File: src/design/vbs_map.svh
// constants of the video bus status register bank
// Function
// - misc output register is write only and keeps only bits 0, 2, 3, 4
// - reads the device does not own pass the local data bus through
// - misc bit 0 resets low and moves crt registers from 3Bx to 3Dx
// - misc bits 2 and 3 reset low and drive the clock choice pins
// - misc bit 4 resets low and drives the own video select pin
// - status zero is read only; controller gives bit 7, device the rest
// - status zero read during emulation passes the local data bus through
// - status zero bit 4 returns the live switch sense pin
// - status zero bits 5 and 6 return feature code pins 0 and 1
// - status one address follows mode and address select bit
// - native status one: device bits 1-2, controller 0,3-5, bits 6-7 high
// - colour status one: controller bit 0, device bits 1-3, bits 4-7 high
// - mono status one: device bits 0, 3, 7; other bits read high
// - bit 0 is display enable, or horizontal pin level in mono mode
// - status bit 1 reports the light pen latch, or reads high in mono mode
// - status bit 2 reports the light pen switch input, or reads high in mono mode
// - bit 3: controller retrace, inverted vertical pin, or mono status pin
// - status bit 7 follows the vertical pin in mono mode and reads high otherwise
// - emulation select bits choose status layout and light pen addresses
// - light pen latch set by software or pen pulse; software clears it
`ifndef VBS_MAP_SVH
`define VBS_MAP_SVH
`define VBS_A_MISC      10'h3C2
`define VBS_A_STAT0     10'h3C2
`define VBS_A_STAT1_B   10'h3BA
`define VBS_A_STAT1_D   10'h3DA
`define VBS_A_IDX_B     10'h3B4
`define VBS_A_IDX_D     10'h3D4
`define VBS_A_DAT_B     10'h3B5
`define VBS_A_DAT_D     10'h3D5
`define VBS_A_PSET_D    10'h3DC
`define VBS_A_PCLR_D    10'h3DB
`define VBS_A_PSET_B    10'h3B9
`define VBS_A_PCLR_B    10'h3BB
`define VBS_EMU_INDEX   8'hFF
`define VBS_B_ADDR_SEL  0
`define VBS_B_CLK0      2
`define VBS_B_CLK1      3
`define VBS_B_VIDEO     4
`define VBS_B_COLOUR_EN 0
`define VBS_B_MONO_EN   1
`define VBS_B_EMU_RUN   2
`define VBS_RST_MISC    4'h0
`define VBS_RST_EMU     3'h0
`define VBS_RST_INDEX   8'h00
`endif

File: src/design/vbs_pkg.sv
// types of the video bus status register bank
package vbs_pkg;
  typedef enum logic [1:0] {VBS_NATIVE, VBS_COLOUR, VBS_MONO} vbs_mode_type;
  typedef struct packed {
    logic       own_video;
    logic [1:0] clk_sel;
    logic       addr_sel;
  } vbs_misc_type;
  typedef struct packed {
    logic emu_run;
    logic mono_en;
    logic colour_en;
  } vbs_emu_type;
  typedef struct packed {
    logic [9:0] addr;
    logic [7:0] data;
  } vbs_host_type;
endpackage : vbs_pkg

File: src/design/vbs_status_regs.sv
// register and status logic of the video bus interface companion
`timescale 1ns/10ps
`default_nettype none
`include "vbs_map.svh"
module vbs_status_regs #(
  parameter int NPIN = 10
) (
  input  wire logic              clk_i,
  input  wire logic              rstn_i,
  input  wire vbs_pkg::vbs_host_type host_i,
  input  wire logic              host_rd_n_i,
  input  wire logic              host_wr_n_i,
  output logic [7:0]             host_data_o,
  output logic                   host_data_oe_n_o,
  input  wire logic [7:0]        local_data_i,
  input  wire logic              switch_sense_i,
  input  wire logic              feature_code_in_0_i,
  input  wire logic              feature_code_in_1_i,
  input  wire logic              horizontal_level_in_i,
  input  wire logic              vertical_level_in_i,
  input  wire logic              mono_status_in_i,
  input  wire logic              pen_pulse_in_n_i,
  input  wire logic              pen_switch_i,
  output logic                   clock_choice_out_0_o,
  output logic                   clock_choice_out_1_o,
  output logic                   own_video_select_out_o
);
  import vbs_pkg::*;

  localparam int P_RD = 0, P_WR = 1, P_SW = 2, P_F0 = 3, P_F1 = 4;
  localparam int P_H = 5, P_V = 6, P_MS = 7, P_PEN = 8, P_PSW = 9;

  // ----------------------------------------
  // pin synchronisers
  // ----------------------------------------
  logic [NPIN-1:0] pin_raw;
  logic [NPIN-1:0] s1_r, s2_r, s3_r, stab_r;
  logic [NPIN-1:0] s1_nxt, s2_nxt, s3_nxt, stab_nxt;

  assign pin_raw = {pen_switch_i, pen_pulse_in_n_i, mono_status_in_i, vertical_level_in_i,
                    horizontal_level_in_i, feature_code_in_1_i, feature_code_in_0_i,
                    switch_sense_i, host_wr_n_i, host_rd_n_i};

  // a level counts once stages two and three agree
  genvar g;
  generate
    for (g = 0; g < NPIN; g++) begin : g_sync
      always_comb begin
        s1_nxt[g]   = pin_raw[g];
        s2_nxt[g]   = s1_r[g];
        s3_nxt[g]   = s2_r[g];
        stab_nxt[g] = (s2_r[g] == s3_r[g]) ? s3_r[g] : stab_r[g];
      end
    end
  endgenerate

  // strobes and pulse idle high
  always_ff @(posedge clk_i or negedge rstn_i) begin
    if (!rstn_i) begin
      s1_r   <= '1;
      s2_r   <= '1;
      s3_r   <= '1;
      stab_r <= '1;
    end else begin
      s1_r   <= s1_nxt;
      s2_r   <= s2_nxt;
      s3_r   <= s3_nxt;
      stab_r <= stab_nxt;
    end
  end

  // ----------------------------------------
  // decode
  // ----------------------------------------
  vbs_misc_type misc_r, misc_nxt;
  vbs_emu_type  emu_r, emu_nxt;
  logic [7:0]   index_r, index_nxt;
  logic         pen_r, pen_nxt;
  logic         rd_prev_r, wr_prev_r, pen_prev_r;
  vbs_mode_type mode;
  logic         rd_act, rd_edge, wr_edge, pen_fall;
  logic         pen_set, pen_clr;
  logic [9:0]   a;

  // status one address for a mode
  function automatic logic stat1_hit(input logic [9:0] ad, input vbs_mode_type m,
                                     input logic sel);
    stat1_hit = 1'b0;
    unique case (m)
      VBS_COLOUR: stat1_hit = (ad == `VBS_A_STAT1_D);
      VBS_MONO:   stat1_hit = (ad == `VBS_A_STAT1_B);
      VBS_NATIVE: stat1_hit = (ad == (sel ? `VBS_A_STAT1_D : `VBS_A_STAT1_B));
    endcase
  endfunction : stat1_hit

  // crt index or data address under the select bit
  function automatic logic crt_hit(input logic [9:0] ad, input logic sel,
                                   input logic [9:0] b, input logic [9:0] d);
    crt_hit = (ad == (sel ? d : b));
  endfunction : crt_hit

  // mode from emulation select bits
  always_comb begin
    mode = VBS_NATIVE;
    if (emu_r.emu_run && emu_r.colour_en)
      mode = VBS_COLOUR;
    else if (emu_r.emu_run && emu_r.mono_en)
      mode = VBS_MONO;
  end

  assign a        = host_i.addr;
  assign rd_act   = !stab_r[P_RD];
  assign rd_edge  = rd_act && rd_prev_r;
  assign wr_edge  = !stab_r[P_WR] && wr_prev_r;
  assign pen_fall = !stab_r[P_PEN] && pen_prev_r;

  // light pen software strobes per mode
  always_comb begin
    pen_set = 1'b0;
    pen_clr = 1'b0;
    unique case (mode)
      VBS_NATIVE: begin
        pen_set = wr_edge && (a == `VBS_A_PSET_D);
        pen_clr = wr_edge && (a == `VBS_A_PCLR_D);
      end
      VBS_COLOUR: begin
        pen_set = (wr_edge || rd_edge) && (a == `VBS_A_PSET_D);
        pen_clr = (wr_edge || rd_edge) && (a == `VBS_A_PCLR_D);
      end
      VBS_MONO: begin
        pen_set = wr_edge && (a == `VBS_A_PSET_B);
        pen_clr = wr_edge && (a == `VBS_A_PCLR_B);
      end
    endcase
  end

  // ----------------------------------------
  // write registers and light pen latch
  // ----------------------------------------
  always_comb begin
    misc_nxt  = misc_r;
    emu_nxt   = emu_r;
    index_nxt = index_r;
    if (wr_edge && a == `VBS_A_MISC) begin
      misc_nxt.addr_sel  = host_i.data[`VBS_B_ADDR_SEL];
      misc_nxt.clk_sel   = {host_i.data[`VBS_B_CLK1], host_i.data[`VBS_B_CLK0]};
      misc_nxt.own_video = host_i.data[`VBS_B_VIDEO];
    end
    if (wr_edge && crt_hit(a, misc_r.addr_sel, `VBS_A_IDX_B, `VBS_A_IDX_D))
      index_nxt = host_i.data;
    if (wr_edge && index_r == `VBS_EMU_INDEX &&
        crt_hit(a, misc_r.addr_sel, `VBS_A_DAT_B, `VBS_A_DAT_D)) begin
      emu_nxt.colour_en = host_i.data[`VBS_B_COLOUR_EN];
      emu_nxt.mono_en   = host_i.data[`VBS_B_MONO_EN];
      emu_nxt.emu_run   = host_i.data[`VBS_B_EMU_RUN];
    end
    // set wins over a clear in the same cycle
    pen_nxt = (pen_set || pen_fall) ? 1'b1 : (pen_clr ? 1'b0 : pen_r);
  end

  always_ff @(posedge clk_i or negedge rstn_i) begin
    if (!rstn_i) begin
      misc_r     <= `VBS_RST_MISC;
      emu_r      <= `VBS_RST_EMU;
      index_r    <= `VBS_RST_INDEX;
      pen_r      <= 1'b0;
      rd_prev_r  <= 1'b1;
      wr_prev_r  <= 1'b1;
      pen_prev_r <= 1'b1;
    end else begin
      misc_r     <= misc_nxt;
      emu_r      <= emu_nxt;
      index_r    <= index_nxt;
      pen_r      <= pen_nxt;
      rd_prev_r  <= !rd_act;
      wr_prev_r  <= stab_r[P_WR];
      pen_prev_r <= stab_r[P_PEN];
    end
  end

  // pins follow the stored misc bits
  assign clock_choice_out_0_o   = misc_r.clk_sel[0];
  assign clock_choice_out_1_o   = misc_r.clk_sel[1];
  assign own_video_select_out_o = misc_r.own_video;

  // ----------------------------------------
  // read data
  // ----------------------------------------
  logic [7:0] rdata_r, rdata_nxt;
  logic       oe_n_r, oe_n_nxt;

  always_comb begin
    rdata_nxt = local_data_i;
    oe_n_nxt  = !rd_act;
    if (a == `VBS_A_STAT0 && mode == VBS_NATIVE)
      rdata_nxt = {local_data_i[7], stab_r[P_F1], stab_r[P_F0], stab_r[P_SW], 4'h0};
    else if (stat1_hit(a, mode, misc_r.addr_sel)) begin
      unique case (mode)
        VBS_NATIVE: rdata_nxt = {2'b11, local_data_i[5:3], stab_r[P_PSW], pen_r,
                                 local_data_i[0]};
        VBS_COLOUR: rdata_nxt = {4'hF, !stab_r[P_V], stab_r[P_PSW], pen_r,
                                 local_data_i[0]};
        VBS_MONO:   rdata_nxt = {stab_r[P_V], 3'b111, stab_r[P_MS], 2'b11,
                                 stab_r[P_H]};
      endcase
    end
  end

  always_ff @(posedge clk_i or negedge rstn_i) begin
    if (!rstn_i) begin
      rdata_r <= 8'h00;
      oe_n_r  <= 1'b1;
    end else begin
      rdata_r <= rdata_nxt;
      oe_n_r  <= oe_n_nxt;
    end
  end

  assign host_data_o      = rdata_r;
  assign host_data_oe_n_o = oe_n_r;
endmodule : vbs_status_regs
`default_nettype wire

File: config.mk
export PLATFORM = sky130hd
export DESIGN_NAME = vbs_status_regs
export DESIGN_NICKNAME = d
export VERILOG_FILES = /design/src/design/vbs_pkg.sv /design/src/design/vbs_status_regs.sv
export VERILOG_INCLUDE_DIRS = /design/src /design/src/design
export SDC_FILE = /design/constraint.sdc
export NUM_CORES = 1
export LEC_CHECK = 0
export ABC_CLOCK_PERIOD_IN_PS = 4200
export BUFFER_PORTS_ARGS = -buffer_cell sky130_fd_sc_hd__clkbuf_2
export CAP_MARGIN = 15
export CORE_MARGIN = 8
export CORE_UTILIZATION = 57
export CTS_CLUSTER_SIZE = 12
export DETAILED_ROUTE_END_ITERATION = 7
export PLACE_DENSITY = 0.82
export SYNTH_ARGS = -nofsm -noshare
export SYNTH_HDL_FRONTEND = slang
export SYNTH_SLANG_ARGS = --single-unit
File: constraint.sdc
create_clock -name clk_i -period 4.2 [get_ports clk_i]
set_input_delay 0.42 -clock clk_i [delete_from_list [all_inputs] [get_ports clk_i]]
set_output_delay 0.42 -clock clk_i [all_outputs]
set_load 0.02 [all_outputs]
==> results_dict.tcl <==
set metrics [dict create \
    die_h_um 81.51 \
    gp_congestion 0.7879 \
    drc 0 \
    yosys_warnings 0 \
    setup_tns_ns 0 \
    synth.distinct_cells 38 \
    coreArea_um2 4234 \
    rsz0062_at_grt "no" \
    viasPerCell 5.323 \
    wl_um 4541 \
    root_buffer "clkbuf_8" \
    antenna_found_initial 0 \
    cts_buffers 9 \
    fin_crit_sh_pct 56.61 \
    hold_violations 0 \
    cp.required_ns 4.42 \
    cp-end-kind "flop" \
    pin_count 50 \
    max_slew_margin_pct 39.86 \
    finalInstanceArea_um2 2978 \
    critPathMaxFanout 3 \
    std_cell_rows 24 \
    cp.arrival_ns 2.60 \
    yosys-top-cells-area "dfstp_2 (46%), dfrtp_1 (25%), mux2_2 (5.5%)" \
    cp_top_family "simple AND/OR/NAND/NOR gates" \
    cts.htree.levels 3 \
    synth_top_family_by_area "simple AND/OR/NAND/NOR gates" \
    ant_nets 0 \
    layout_commonest_cell "clkbuf_2" \
    synth_fa_ha_area_share_pct 4.092 \
    grt_pass1_vias 1599 \
    fp.dieW_um 81.51 \
    crit_top_cell "or4_4" \
    cts_tree "built" \
    path_cells "nand2b_4, or3_1, or4_4, or4_4, mux2_4" \
    syn_inst 163 \
    die-area_um2 6644 \
    synth.area.mux_share_pct 8.184 \
    clockBufferDepth 2 \
    drtPass1Iterations 4 \
    grt_pass1_wl_um 7383 \
    fin_skew_ns 0.008831 \
    clock.fmax_mhz 420.6 \
    ir_worst_vdd_mv 0.3962 \
    placed_area_um2 2756 \
    setup_viol 0 \
    async_reset_ff_share_pct 100.0 \
    drt-initial-drc-count 112 \
    crit_path_start_kind "flop" \
    grt_overflow 0 \
    maxSlewViolCount 0 \
    drive_above_1_share_pct 57.71 \
    port_buffers 49 \
    dp_hpwl_um 3275 \
    critical-path-max-stage-delay_ns 0.59 \
    synth_simple_gate_area_share_pct 10.54 \
    r2r_slack_ns 1.82 \
    cp_num_buf_inv 0 \
    syn-cell-area_um2 2446 \
    power_density_nw_per_um2 455.9 \
    num-nets-final 260 \
    cpMaxStageDelayCell "or4_4" \
    synth_top_cell_by_area "dfstp_2" \
    wl_per_cell_um 16.28 \
    grt_max_degree 41 \
    min_path_type "input port to flop" \
    grt_use_total_pct 14.85 \
    period_needed_ns 2.378 \
    n_antenna_cell 0 \
    cap_violations 0 \
    post_cts_resized 0 \
    clock-sinks 67 \
    synth_compound_area_share_pct 5.831 \
    postCtsHoldBufs 0 \
    final_cell_mix "clkbuf_2 (49), dfstp_2 (43), dfrtp_1 (24)" \
    vias 1485 \
    yosysTopAreaCellShare_pct 46.19 \
    tightest_slew_ns 0.9020 \
    synth_edf_count 0 \
    clk_pin_slew_ns 0.08 \
    synth_xor_area_share_pct 0 \
    critPathKind "flop to flop" \
    clk_latency_ns 0.34 \
    start_util_pct 57.77 \
    ys_seq_elements 67 \
    yosysSeqAreaShare_pct 70.74 \
    syn_avg_cell_area_um2 15.01 \
    ys.flop_type "dfstp_2" \
    post_cts_buffers 0 \
    status "finished, final reports clean" \
    area_growth_pct 21.74 \
    leakage_nw 1.330 \
    syn-num-nets 201 \
]
==> per-layer routing <==
metal	share of wire, %	global-route usage, %
met3	5.3	4.486
met2	51	23.23
met4	2.4	9.643
met5	0	0
met1	41	17.49
==> cell usage after synthesis, types with 2 or more instances <==
library cell	count
dfstp_2	43
dfrtp_1	24
mux2_2	12
maj3_1	10
nor2_1	10
a21oi_1	8
nand2_1	6
nand3_1	5
a31oi_1	3
mux2_4	3
nor2b_1	3
and3_1	2
clkbuf_1	2
inv_1	2
mux2i_1	2
nand2b_1	2
nand4_1	2
nor3_1	2
or4_1	2
or4_4	2
==> final timing paths <==
kind                       depth (start not counted)                       end                 from
max                                                5      emu_r[0]$_DFFE_PN0P_  wr_prev_r$_DFF_PN1_
min                                                1         s1_r[9]$_DFF_PN1_         pen_switch_i
max reg2reg                                        5      emu_r[0]$_DFFE_PN0P_  wr_prev_r$_DFF_PN1_
min reg2reg                                        0         s2_r[6]$_DFF_PN1_    s1_r[6]$_DFF_PN1_
max in group asynchronous                          2     stab_r[1]$_DFFE_PN1N_               rstn_i
min in group asynchronous                          1  host_data_o[5]$_DFF_PN0_               rstn_i
==> layout make-up <==
type / count / area, µm²
repair buffers: 50 / 252.7
fillers: 298 / 1256
clock buffers: 12 / 166.4
inverters: 2 / 7.507
clock inverters: 4 / 55.05
flip-flops and latches: 67 / 1730
multi-input cells: 92 / 700.7
well taps: 52 / 65.06
==> kinds of logic after synthesis <==
family / count (synthesis)
compound gates: 21
fa+ha+maj: 10
buf+inv: 4
flops: 67
mux: 17
simple gates: 44
==> metrics by stage <==
step	hold WS (ns)	setup slack (ns)	util (%)	power (mW)	std cells
after CTS	0.1409	1.822	70.33	1.373	279
after detailed placement	0.3472	1.796	65.10	0.7996	263
final	0.1541	1.822	70.33	1.357	279
after global placement	0.3452	1.811	65.10	0.7945	263
after global routing	0.1316	1.762	70.33	1.411	279
after floorplan	0.1244	1.871	-	0.7507	163
==> flip-flops by register name (all words and copies together), names as in the netlist <==
signal and cells:
s3_r 10, s1_r 10, host_data_o 8, pen_prev_r 1, wr_prev_r 1, index_r 8, own_video_select_out_o 1, clock_choice_out_1_o 1
clock_choice_out_0_o 1, stab_r 10, host_data_oe_n_o 1, pen_r 1, s2_r 10, misc_r 1, emu_r 3
==> power breakdown <==
| part | internal (mW) | leakage, nW | switching, mW |
|---|---|---|---|
| logic | 0.0322 | 0.458 | 0.0403 |
| registers | 0.699 | 0.764 | 0.0164 |
| clock network | 0.330 | 0.108 | 0.240 |
| total | 1.06 | 1.33 | 0.297 |
(Power assumes the default switching activity.)
